## config.mk

```make
export PLATFORM = sky130hd
export DESIGN_NAME = bdo_decode_core
export DESIGN_NICKNAME = d
export VERILOG_FILES = /design/src/bdo_pkg.sv /design/src/bdo_decode_core.sv
export VERILOG_INCLUDE_DIRS = /design/src
export SDC_FILE = /design/constraint.sdc
export NUM_CORES = 2
export LEC_CHECK = 0
export BUFFER_PORTS_ARGS = -buffer_cell sky130_fd_sc_hd__buf_2
export CORE_AREA = 2 2 644 646
export DETAILED_ROUTE_END_ITERATION = 6
export DIE_AREA = 0 0 646 648
export PLACE_DENSITY = 0.5
export RECOVER_POWER = 50
export SYNTH_ARGS = -nofsm -noshare
export SYNTH_HDL_FRONTEND = slang
export SYNTH_SLANG_ARGS = --single-unit
```

## constraint.sdc

```tcl
create_clock -name clk -period 2.4 [get_ports clk]
set_input_delay 0.24 -clock clk [delete_from_list [all_inputs] [get_ports clk]]
set_output_delay 0.24 -clock clk [all_outputs]
set_load 0.05 [all_outputs]
```

## src/bdo_params.svh

```systemverilog
// constants for the bundle decode and operand logic
`ifndef BDO_PARAMS_SVH
`define BDO_PARAMS_SVH

// ==========================================================
// word and address masks
`define BDO_WORD_MASK 32'hffffffff
`define BDO_WORD_ADDR_MASK 32'hfffffffc
`define BDO_HALF_ADDR_MASK 32'hfffffffe
`define BDO_INSTR_ADDR_MASK 32'hfffffff8
`define BDO_BLK16_ADDR_MASK 32'hfffffff0
`define BDO_BACKWARD_OFFSET 32'h80000000
`define BDO_BUNDLE_BYTES 32'h00000008

// ==========================================================
// register file
`define BDO_ZERO_REG 6'h3f
`define BDO_LINK_REG 6'h37

// ==========================================================
// bundle layout
`define BDO_MODE_BIT 63
`define BDO_T_MUL 23:0
`define BDO_T_ALU 47:24
`define BDO_T_MEM_OPC 62:60
`define BDO_T_MEM_SRCA 59:54
`define BDO_T_MEM_DEST 53:48
`define BDO_D_MUL_OPC 30:27
`define BDO_D_MUL_SIGN 26
`define BDO_D_MUL_BODY 26:0
`define BDO_D_MEM 62:31
`define BDO_TS_OPC 23:20
`define BDO_TS_BODY 19:0

// fields of a normalised 32-bit slot word
`define BDO_F_OPC 31:28
`define BDO_F_DEST 5:0
`define BDO_F_SRCA 11:6
`define BDO_F_SRCB 17:12
`define BDO_F_IMM8 19:12
`define BDO_F_SHAMT 16:12
`define BDO_F_SH_UNUSED 19:17
`define BDO_F_MM_LO 16:12
`define BDO_F_MM_HI 21:17
`define BDO_F_IMM16 27:12
`define BDO_F_SPR 26:12
`define BDO_F_JOFF 27:0

// ==========================================================
// opcodes
`define BDO_OP_NOP 4'h0
`define BDO_OP_LOAD 4'h1
`define BDO_OP_STORE 4'h2
`define BDO_OP_RRR 4'h3
`define BDO_OP_IMM8 4'h4
`define BDO_OP_SHIFT 4'h5
`define BDO_OP_UNARY 4'h6
`define BDO_OP_IMM16 4'h7
`define BDO_OP_MM 4'h8
`define BDO_OP_MUL 4'h9
`define BDO_OP_JB 4'ha
`define BDO_OP_JALB 4'hb
`define BDO_OP_JRP 4'hc
`define BDO_OP_MFSPR 4'hd
`define BDO_OP_MTSPR 4'he

// legal opcode sets per slot, bit n set = opcode n legal
`define BDO_LEGAL_T_MEM 16'h0007
`define BDO_LEGAL_T_ALU 16'h0079
`define BDO_LEGAL_T_MUL 16'h0279
`define BDO_LEGAL_D_MUL 16'h03f9
`define BDO_LEGAL_D_MEM 16'h7dff

// ==========================================================
// interrupt context save blocks in special register space
`define BDO_SAVE_BASE 15'h0100
`define BDO_SAVE_SIZE 15'h0004
`define BDO_SAVE_PC_OFF 15'h0000
`define BDO_SAVE_PL_OFF 15'h0001
`define BDO_SAVE_MASK_OFF 15'h0002

`endif

```

## src/bdo_pkg.sv

```systemverilog
// types shared by the bundle decode and operand logic
package bdo_pkg;
   typedef enum logic [1:0] {
      BDO_SZ_BYTE,
      BDO_SZ_HALF,
      BDO_SZ_WORD,
      BDO_SZ_BLK16
   } bdo_size_t;

   typedef enum logic [1:0] {
      BDO_EXT_1,
      BDO_EXT_8,
      BDO_EXT_16,
      BDO_EXT_17
   } bdo_ext_t;
endpackage : bdo_pkg

```

## src/bdo_decode_core.sv

```systemverilog
// bundle decode, register file and operand shaping for one core
`timescale 1ns/10ps
`default_nettype none
`include "bdo_params.svh"

// How it works
// - register 63 reads zero and silently drops every write.
// - sixty-four general registers, indices 0 through 63.
// - register 55 is the implicit link destination.
// - all words and results are 32 bits, full mask all ones.
// - bundles are 64 bits; fetch address low three bits cleared.
// - backward jump target adds a fixed constant to the offset.
// - memory byte lanes are little-endian.
// - plain half-word load is zero-extended to 32 bits.
// - plain byte load is zero-extended to 32 bits.
// - short immediates are 8-bit signed, sign-extended to 32.
// - sign extension from 16, 17 and 1 bit values.
// - shift formats carry dest, source and 5-bit count.
// - triple-form memory slot holds one load or store.
// - masked merge puts a bit range of one source into another.
// - word access clears low two bits, half word low one.
// - 16-byte block access clears low four bits.
// - special register index is 15 bits wide.
// - return stack: link jumps push, predicted returns pop.
// - one interrupt save block per protection level.
// - save block holds pc, protection level, mask at offsets.
// - bundle bit 63 picks triple (1) or dual (0) form.
// - triple slots: memory, alu, multiply-capable alu.
// - nonzero unused fields may raise illegal instruction.
module bdo_decode_core #(
   parameter int RS_DEPTH = 4,
   parameter int RS_PTR_W = 2,
   parameter bit STRICT_UNUSED = 1'b1
) (
   input wire logic clk,
   input wire logic rst_n,
   input wire logic ce,
   input wire logic bundle_valid,
   input wire logic [63:0] bundle,
   input wire logic [31:0] bundle_pc,
   output var logic dec_valid_r,
   output var logic dec_triple_r,
   output var logic dec_illegal_r,
   output var logic [2:0][3:0] dec_op_r,
   output var logic [2:0][5:0] dec_dest_r,
   output var logic [2:0][5:0] dec_srca_r,
   output var logic [2:0][5:0] dec_srcb_r,
   output var logic [2:0][31:0] dec_imm_r,
   output var logic [2:0][4:0] dec_mm_lo_r,
   output var logic [2:0][4:0] dec_mm_hi_r,
   output var logic [31:0] fetch_addr_r,
   output var logic jump_valid_r,
   output var logic [31:0] jump_target_r,
   output var logic pred_valid_r,
   output var logic [31:0] pred_target_r,
   output var logic [14:0] spr_idx_r,
   input wire logic [5:0] rf_rd_idx_a,
   input wire logic [5:0] rf_rd_idx_b,
   output var logic [31:0] rf_rd_data_a_r,
   output var logic [31:0] rf_rd_data_b_r,
   input wire logic rf_wr_en,
   input wire logic [5:0] rf_wr_idx,
   input wire logic [31:0] rf_wr_data,
   input wire logic mem_req,
   input wire bdo_pkg::bdo_size_t mem_size,
   input wire logic mem_signed,
   input wire logic [31:0] mem_addr,
   input wire logic [31:0] mem_rdata_raw,
   input wire logic [31:0] mem_wdata,
   output var logic mem_valid_r,
   output var logic [31:0] mem_addr_r,
   output var logic [3:0] mem_be_r,
   output var logic [31:0] mem_wdata_r,
   output var logic [31:0] ld_data_r,
   input wire bdo_pkg::bdo_ext_t ext_width,
   input wire logic [16:0] ext_val,
   output var logic [31:0] ext_data_r,
   input wire logic [31:0] mm_a,
   input wire logic [31:0] mm_b,
   input wire logic [4:0] mm_lo,
   input wire logic [4:0] mm_hi,
   output var logic [31:0] mm_res_r,
   input wire logic irq_enter,
   input wire logic [1:0] irq_pl,
   output var logic save_valid_r,
   output var logic [14:0] save_pc_idx_r,
   output var logic [14:0] save_pl_idx_r,
   output var logic [14:0] save_mask_idx_r
);

   // ==========================================================
   // shared functions

   // sign-extends the low w bits of v, w from 1 to 17
   function automatic logic [31:0] bdo_sext(input logic [16:0] v,
                                            input logic [5:0] w);
      logic [31:0] t;
      t = {v, 15'h0000} << (6'd17 - w);
      bdo_sext = 32'($signed(t) >>> (6'd32 - w));
   endfunction : bdo_sext

   // bits lo..hi set; lo above hi wraps round the top
   function automatic logic [31:0] bdo_range(input logic [4:0] lo,
                                             input logic [4:0] hi);
      logic [31:0] up;
      logic [31:0] dn;
      up = `BDO_WORD_MASK << lo;
      dn = `BDO_WORD_MASK >> (5'd31 - hi);
      bdo_range = (lo <= hi) ? (up & dn) : (up | dn);
   endfunction : bdo_range

   // reads a register with the zero register forced to zero
   function automatic logic [31:0] bdo_rd(input logic [63:0][31:0] f,
                                          input logic [5:0] i);
      bdo_rd = (i == `BDO_ZERO_REG) ? 32'h00000000 : f[i];
   endfunction : bdo_rd

   // ==========================================================
   // slot extraction
   wire logic triple = bundle[`BDO_MODE_BIT];
   wire logic [23:0] t_mul = bundle[`BDO_T_MUL];
   wire logic [23:0] t_alu = bundle[`BDO_T_ALU];
   logic [2:0][31:0] slot;
   logic [2:0][15:0] legal_set;

   // slot 2 memory, slot 1 alu, slot 0 multiply-capable
   always_comb begin
      if (triple) begin
         slot[0] = {t_mul[`BDO_TS_OPC], 8'h00, t_mul[`BDO_TS_BODY]};
         slot[1] = {t_alu[`BDO_TS_OPC], 8'h00, t_alu[`BDO_TS_BODY]};
         // memory slot has room for load or store only
         slot[2] = {1'b0, bundle[`BDO_T_MEM_OPC], 16'h0000,
                    bundle[`BDO_T_MEM_SRCA],
                    bundle[`BDO_T_MEM_DEST]};
         legal_set[0] = `BDO_LEGAL_T_MUL;
         legal_set[1] = `BDO_LEGAL_T_ALU;
         legal_set[2] = `BDO_LEGAL_T_MEM;
      end else begin
         // dual multiply slot is one bit short: imm16 top is replicated
         slot[0] = {bundle[`BDO_D_MUL_OPC], bundle[`BDO_D_MUL_SIGN],
                    bundle[`BDO_D_MUL_BODY]};
         slot[1] = 32'h00000000;
         slot[2] = bundle[`BDO_D_MEM];
         legal_set[0] = `BDO_LEGAL_D_MUL;
         legal_set[1] = 16'h0001;
         legal_set[2] = `BDO_LEGAL_D_MEM;
      end
   end

   // ==========================================================
   // per-slot field decode
   logic [2:0][3:0] op;
   logic [2:0][5:0] dest;
   logic [2:0][5:0] srcb;
   logic [2:0][31:0] imm;
   logic [2:0] bad;

   genvar gi;
   generate
      for (gi = 0; gi < 3; gi++) begin : g_slot
         wire logic [31:0] s = slot[gi];
         wire logic [3:0] o = s[`BDO_F_OPC];
         wire logic unused_nz = STRICT_UNUSED &&
            (o == `BDO_OP_SHIFT) && (s[`BDO_F_SH_UNUSED] != 3'h0);
         assign op[gi] = o;
         assign bad[gi] = !legal_set[gi][o] || unused_nz;
         // link jumps write the implicit link register
         assign dest[gi] = (o == `BDO_OP_JALB) ? `BDO_LINK_REG :
            (o == `BDO_OP_STORE) ? `BDO_ZERO_REG : s[`BDO_F_DEST];
         assign srcb[gi] = (o == `BDO_OP_STORE) ? s[`BDO_F_DEST] :
            s[`BDO_F_SRCB];
         always_comb begin
            case (o)
               `BDO_OP_IMM8:
                  imm[gi] = bdo_sext({9'h000, s[`BDO_F_IMM8]},
                                     6'd8);
               `BDO_OP_IMM16:
                  imm[gi] = bdo_sext({1'b0, s[`BDO_F_IMM16]},
                                     6'd16);
               `BDO_OP_SHIFT:
                  imm[gi] = {27'h0000000, s[`BDO_F_SHAMT]};
               default:
                  imm[gi] = 32'h00000000;
            endcase
         end
      end
   endgenerate

   // ==========================================================
   // control transfer and return prediction
   wire logic [3:0] mop = op[2];
   wire logic [31:0] pc_al = bundle_pc & `BDO_INSTR_ADDR_MASK;
   wire logic is_jb = !triple &&
      (mop == `BDO_OP_JB || mop == `BDO_OP_JALB);
   wire logic [31:0] joff = {slot[2][`BDO_F_JOFF], 3'h0} +
      `BDO_BACKWARD_OFFSET;
   wire logic [31:0] jtgt = pc_al + joff;
   wire logic do_push = bundle_valid && !triple && mop == `BDO_OP_JALB;
   wire logic do_pop = bundle_valid && !triple && mop == `BDO_OP_JRP;

   logic [RS_DEPTH-1:0][31:0] rs_r;
   logic [RS_PTR_W-1:0] rs_ptr_r;
   logic [RS_PTR_W:0] rs_cnt_r;
   wire logic [RS_PTR_W-1:0] rs_top = rs_ptr_r - 1'b1;
   wire logic [RS_PTR_W:0] rs_full = (RS_PTR_W+1)'(RS_DEPTH);

   // push overwrites the oldest entry once full; pop of empty gives none
   always_ff @(posedge clk or negedge rst_n) begin
      if (!rst_n) begin
         rs_ptr_r <= '0;
         rs_cnt_r <= '0;
      end else if (ce && do_push) begin
         rs_r[rs_ptr_r] <= pc_al + `BDO_BUNDLE_BYTES;
         rs_ptr_r <= rs_ptr_r + 1'b1;
         rs_cnt_r <= (rs_cnt_r == rs_full) ? rs_cnt_r : rs_cnt_r + 1'b1;
      end else if (ce && do_pop && rs_cnt_r != '0) begin
         rs_ptr_r <= rs_top;
         rs_cnt_r <= rs_cnt_r - 1'b1;
      end
   end

   // ==========================================================
   // decode result registers
   always_ff @(posedge clk or negedge rst_n) begin
      if (!rst_n) begin
         dec_valid_r <= 1'b0;
         dec_triple_r <= 1'b0;
         dec_illegal_r <= 1'b0;
         dec_op_r <= '0;
         dec_dest_r <= '0;
         dec_srca_r <= '0;
         dec_srcb_r <= '0;
         dec_imm_r <= '0;
         dec_mm_lo_r <= '0;
         dec_mm_hi_r <= '0;
         fetch_addr_r <= 32'h00000000;
         jump_valid_r <= 1'b0;
         jump_target_r <= 32'h00000000;
         pred_valid_r <= 1'b0;
         pred_target_r <= 32'h00000000;
         spr_idx_r <= 15'h0000;
      end else if (ce) begin
         dec_valid_r <= bundle_valid;
         dec_triple_r <= triple;
         dec_illegal_r <= bundle_valid && (|bad);
         dec_op_r <= op;
         dec_dest_r <= dest;
         for (int k = 0; k < 3; k++) begin
            dec_srca_r[k] <= slot[k][`BDO_F_SRCA];
            dec_mm_lo_r[k] <= slot[k][`BDO_F_MM_LO];
            dec_mm_hi_r[k] <= slot[k][`BDO_F_MM_HI];
         end
         dec_srcb_r <= srcb;
         dec_imm_r <= imm;
         fetch_addr_r <= pc_al;
         jump_valid_r <= bundle_valid && is_jb;
         jump_target_r <= jtgt;
         pred_valid_r <= do_pop && rs_cnt_r != '0;
         pred_target_r <= rs_r[rs_top];
         spr_idx_r <= slot[2][`BDO_F_SPR];
      end
   end

   // ==========================================================
   // general register file
   logic [63:0][31:0] rf_r;
   wire logic rf_wr_ok = rf_wr_en && rf_wr_idx != `BDO_ZERO_REG;

   always_ff @(posedge clk) begin
      if (ce && rf_wr_ok) begin
         rf_r[rf_wr_idx] <= rf_wr_data;
      end
   end

   always_ff @(posedge clk or negedge rst_n) begin
      if (!rst_n) begin
         rf_rd_data_a_r <= 32'h00000000;
         rf_rd_data_b_r <= 32'h00000000;
      end else if (ce) begin
         rf_rd_data_a_r <= bdo_rd(rf_r, rf_rd_idx_a);
         rf_rd_data_b_r <= bdo_rd(rf_r, rf_rd_idx_b);
      end
   end

   // ==========================================================
   // memory lanes, alignment and load extension
   wire logic [1:0] lane = mem_addr[1:0];
   logic [31:0] addr_al;
   logic [3:0] be;
   logic [31:0] ld_ext;
   // little-endian: byte at address offset n sits on lane n
   wire logic [31:0] ld_sh = mem_rdata_raw >> {lane, 3'h0};
   wire logic [31:0] wr_sh = mem_wdata << {lane, 3'h0};

   always_comb begin
      case (mem_size)
         bdo_pkg::BDO_SZ_BYTE: begin
            addr_al = mem_addr;
            be = 4'h1 << lane;
            ld_ext = mem_signed ? bdo_sext({9'h000, ld_sh[7:0]}, 6'd8) :
               {24'h000000, ld_sh[7:0]};
         end
         bdo_pkg::BDO_SZ_HALF: begin
            addr_al = mem_addr & `BDO_HALF_ADDR_MASK;
            be = lane[1] ? 4'hc : 4'h3;
            ld_ext = mem_signed ?
               bdo_sext({1'b0, ld_sh[15:0]}, 6'd16) :
               {16'h0000, ld_sh[15:0]};
         end
         bdo_pkg::BDO_SZ_WORD: begin
            addr_al = mem_addr & `BDO_WORD_ADDR_MASK;
            be = 4'hf;
            ld_ext = mem_rdata_raw & `BDO_WORD_MASK;
         end
         default: begin
            addr_al = mem_addr & `BDO_BLK16_ADDR_MASK;
            be = 4'hf;
            ld_ext = mem_rdata_raw;
         end
      endcase
   end

   always_ff @(posedge clk or negedge rst_n) begin
      if (!rst_n) begin
         mem_valid_r <= 1'b0;
         mem_addr_r <= 32'h00000000;
         mem_be_r <= 4'h0;
         mem_wdata_r <= 32'h00000000;
         ld_data_r <= 32'h00000000;
      end else if (ce) begin
         mem_valid_r <= mem_req;
         mem_addr_r <= addr_al;
         mem_be_r <= mem_req ? be : 4'h0;
         mem_wdata_r <= wr_sh;
         ld_data_r <= ld_ext;
      end
   end

   // ==========================================================
   // sign extension, masked merge and interrupt save indices
   logic [5:0] ext_w;
   always_comb begin
      case (ext_width)
         bdo_pkg::BDO_EXT_1: ext_w = 6'd1;
         bdo_pkg::BDO_EXT_8: ext_w = 6'd8;
         bdo_pkg::BDO_EXT_16: ext_w = 6'd16;
         default: ext_w = 6'd17;
      endcase
   end

   wire logic [31:0] mm_mask = bdo_range(mm_lo, mm_hi);
   // bits lo..hi come from a, the rest keep b
   wire logic [31:0] mm_res = (mm_a & mm_mask) | (mm_b & ~mm_mask);
   wire logic [14:0] save_blk = `BDO_SAVE_BASE +
      15'(irq_pl) * `BDO_SAVE_SIZE;

   always_ff @(posedge clk or negedge rst_n) begin
      if (!rst_n) begin
         ext_data_r <= 32'h00000000;
         mm_res_r <= 32'h00000000;
         save_valid_r <= 1'b0;
         save_pc_idx_r <= 15'h0000;
         save_pl_idx_r <= 15'h0000;
         save_mask_idx_r <= 15'h0000;
      end else if (ce) begin
         ext_data_r <= bdo_sext(ext_val, ext_w);
         mm_res_r <= mm_res;
         save_valid_r <= irq_enter;
         save_pc_idx_r <= save_blk + `BDO_SAVE_PC_OFF;
         save_pl_idx_r <= save_blk + `BDO_SAVE_PL_OFF;
         save_mask_idx_r <= save_blk + `BDO_SAVE_MASK_OFF;
      end
   end
endmodule : bdo_decode_core
`default_nettype wire

```

==> flow_metrics.py <==
metrics = {
    "synthesis": {
        "synth_cell_types": 83,
        "synth.area.top_cells": "edfxtp_1 53%, mux4_2 18%, dfrtp_1 9.5%, mux2i_1 3.4%, mux2_2 2.0%",
        "synth_xor_area_share_pct": 0.378,
        "synth_top_family_by_area": "multiplexers",
        "ys_warn_count": 0,
        "synth_edf_count": 2164,
        "synth_area_um2": 123000,
        "synthSimpleGateAreaFrac_pct": 3.48,
        "ys_ff_latch": 2633,
        "synth_ff_type": "edfxtp_1",
        "yosysTopAreaCell": "edfxtp_1",
        "seq_area_frac_synth_pct": 62.4,
        "synthArstFlopShare_pct": 17.8,
        "muxShareOfSynthArea_pct": 23.3,
        "synth-compound-area-share_pct": 6.66,
        "synthAdderAreaFrac_pct": 0.729,
        "synthesis.area_per_instance_um2": 16.9,
        "synth_top_area_share_pct": 52.9,
        "syn_inst": 7292,
    },
    "grt": {
        "overflow": 0,
        "grt_pass1_wl_mm": 686,
        "grt_pass1_vias": 84256,
        "grt_antenna_before_repair": 53,
        "grtUsageTotal_pct": 23.4,
        "grt_max_degree": 97,
    },
    "job": {
        "maxCapViolCount": 15,
    },
    "cells_and_area": {
        "final_common_cell": "edfxtp_1",
        "layout_common_cells": "2164 x edfxtp_1, 980 x mux4_2, 841 x buf_2, 696 x buf_4, 466 x dfrtp_1",
        "final_cells": 15074,
        "area_growth_pct": 27.2,
        "drive_above_1_share_pct": 37.9,
        "post-route-util_pct": 38.0,
        "fin_nets": 9705,
    },
    "critical_path": {
        "crit_family": "buffers and inverters",
        "critPathKind": "input pin to flip-flop",
        "crit_fanout": 43,
        "worst_setup_path_end_kind": "flip-flop",
        "startpoint_type": "input pin",
        "crit_path_cell_trace": "dlygate4sd3_1, clkbuf_1, buf_2",
        "crit_arrival_ns": 3.04,
        "r2r_setup_slack_ns": 0.04,
        "slowest_delay_ns": 1.53,
        "critPathRequiredTime_ns": 3.05,
        "worst-path-buf-inv": 3,
        "critical-path-slowest-cell": "clkbuf_1",
    },
    "detailed_routing": {
        "avgViaCountPerCell": 5.50,
        "wl_per_cell_um": 33.4,
        "drt_iter0_drc": 9282,
        "drc": 0,
        "firstDrtPassIters": 6,
        "num_vias": 82844,
        "routed_wl_mm": 504,
        "ant_nets": 0,
    },
    "power_and_ir_drop": {
        "total_power_mw": 120,
        "switching_share_pct": 28.8,
        "irDropWorstVdd_v": 0.000589,
        "clkPwrFrac_pct": 39.8,
        "power.density_nw_per_um2": 765,
        "p_seq_share_pct": 43.6,
        "internal_power_mw": 85.3,
        "pwr-share-comb_pct": 16.6,
        "switchingPower_mw": 34.5,
        "leakagePower_nw": 55.8,
    },
    "worst_hold_path": {
        "hold_path_class": "input pin to flip-flop",
    },
    "cts": {
        "clock_sinks": 2633,
        "tritoncts": "yes",
        "numCtsBuffers": 313,
        "clockBufferDepth": 4,
        "clk_pin_slew_worst_paths_ns": 0.06,
        "clk_latency_ns": 0.96,
        "root_buffer": "clkbuf_16",
        "htreeDepth": 5,
    },
    "timing": {
        "slew_headroom_pct": -41.0,
        "fmax_ghz": 0.418,
        "setup_viol": 0,
        "final-hold-violation-count": 0,
        "finalClockSkew_ns": 0.0934,
        "report.final.slew_viol_count": 587,
        "worst_pin_slew_ns": 2.11,
        "finalCritPeriodShare_pct": 99.6,
        "worst_slack_ns": 0.00853,
        "period_needed_ns": 2.39,
    },
    "floorplan": {
        "num_rows": 236,
        "core_um2": 412000,
        "die_w_um": 646,
        "start_util_pct": 29.8,
        "die_h_um": 648,
        "io_pins": 930,
        "die_area_um2": 419000,
    },
    "status": {
        "outcome": "finished, violations left",
        "violations": "max-capacitance violations, max-slew violations",
    },
    "placement": {
        "placed_cells": 14079,
        "gp_congestion": 0.950,
        "place_ws_ns": -0.872,
        "numPortBuffers": 881,
        "hpwl_mm": 346,
    },
}
==> path summary, 6_finish.rpt <==
path	start	to	cells past startpoint
setup reg to reg	rf_r[490]	rf_rd_data_a_r[10]	7
min in group asynchronous	rst_n	mem_be_r[0]	3
hold reg to reg	ext_data_r[23]	ext_data_r[23]	1
hold / removal	bundle[37]	dec_srca_r[12]	4
setup / recovery	rf_wr_data[13]	rf_r[1709]	3
max in group asynchronous	rst_n	rf_rd_data_a_r[22]	3
==> worst reg2reg max path, delay by kind of cell (launching register included) <==
kind | cells | cell delay (ns)
AOI/OAI and AO/OA | 2 | 0.29
buffers and inverters | 2 | 0.40
DFF | 1 | 0.41
muxes | 3 | 1.17
==> layout make-up <==
cell class / instances / area, um2
Sequential cell: 2633 / 76700
Fill cell: 38234 / 255000
Tap cell: 5474 / 6850
Clock buffer: 386 / 8320
Timing Repair Buffer: 2287 / 18600
Inverter: 98 / 375
Multi-Input combinational cell: 3977 / 43600
Antenna cell: 29 / 72.6
Clock inverter: 190 / 1900
==> cell usage after synthesis, types with 9 or more instances <==
cell type	count
nand3b_1	16
o221ai_1	20
nor2b_1	98
a21oi_1	334
a31oi_1	25
nand2_1	193
o21a_1	10
mux4_2	980
clkbuf_1	286
o211ai_1	56
nor2_1	414
a22oi_1	85
and2_1	9
a32o_1	12
a22o_1	25
maj3_1	28
a221o_1	18
dfrtp_1	469
and3_1	17
mux2_2	216
nand3_1	53
a221oi_1	111
buf_2	119
nor3_1	45
xnor2_1	38
a211oi_1	109
ha_1	46
mux2i_1	413
a21o_1	25
xor2_1	15
edfxtp_1	2164
inv_1	96
nand2b_1	27
nor4_1	34
buf_1	62
o2bb2ai_1	49
buf_4	183
buf_6	10
o22ai_1	80
o31ai_1	9
o21ai_0	185
o22a_1	14
==> layer usage <==
metal / vias to the layer above / routed length (um) / global-route usage (%)
met3: 943 / 38300 / 4.66
met4: 16 / 32300 / 13.3
li1: 33888 / - / -
met5: - / 103 / 0
met2: 4021 / 243000 / 39.1
met1: 43976 / 190000 / 28.2
==> timing repair <==
action,CTS,global route
setup buffers,0,7
setup endpoints to repair,43,24
pin swaps,0,20
hold buffers,385,3
endpoints found under the hold margin,2342,5
resized for setup,5,42
==> per-stage QoR <==
stage                     TNS (ns)  hold WS [ns]  cell area, um2
final                            0        0.0228          156000
after global routing       -0.0120       0.00257          156000
after CTS                        0       0.00202          157000
after detailed placement    -67.66         0.163          143000
after global placement      -60.44         0.167          143000
after floorplan            -204.28       -0.0556          124000
==> power by group through the flow <==
stage               Combinational, mW  Sequential (mW)  Clock [mW]
floorplan                        7.41             56.3           0
global placement                 19.1             53.0           0
detailed placement               19.1             53.1           0
global route                     20.7             52.2        50.3
finish                           19.9             52.2        47.7
CTS                              19.8             52.1        48.6
==> state kept, by name, summed over array words and instances, names as in the netlist, 29 cells and up <==
| signal | cells |
|---|---|
| pred_target_r | 29 |
| jump_target_r | 29 |
| mem_wdata_r | 32 |
| dec_imm_r | 40 |
| rs_r | 116 |
| mm_res_r | 32 |
| ld_data_r | 32 |
| mem_addr_r | 32 |
| rf_rd_data_b_r | 32 |
| rf_r | 2048 |
| ext_data_r | 32 |
| fetch_addr_r | 29 |
| rf_rd_data_a_r | 32 |
==> cells by family after synthesis <==
kind of cell    count (synthesis)
compound gates               1225
mux                          1609
flops                        2633
other cells                     1
fa+ha+maj                      76
xor+xnor                       53
buf+inv                       758
simple gates                  937
Power figures use the tool's default switching activity.
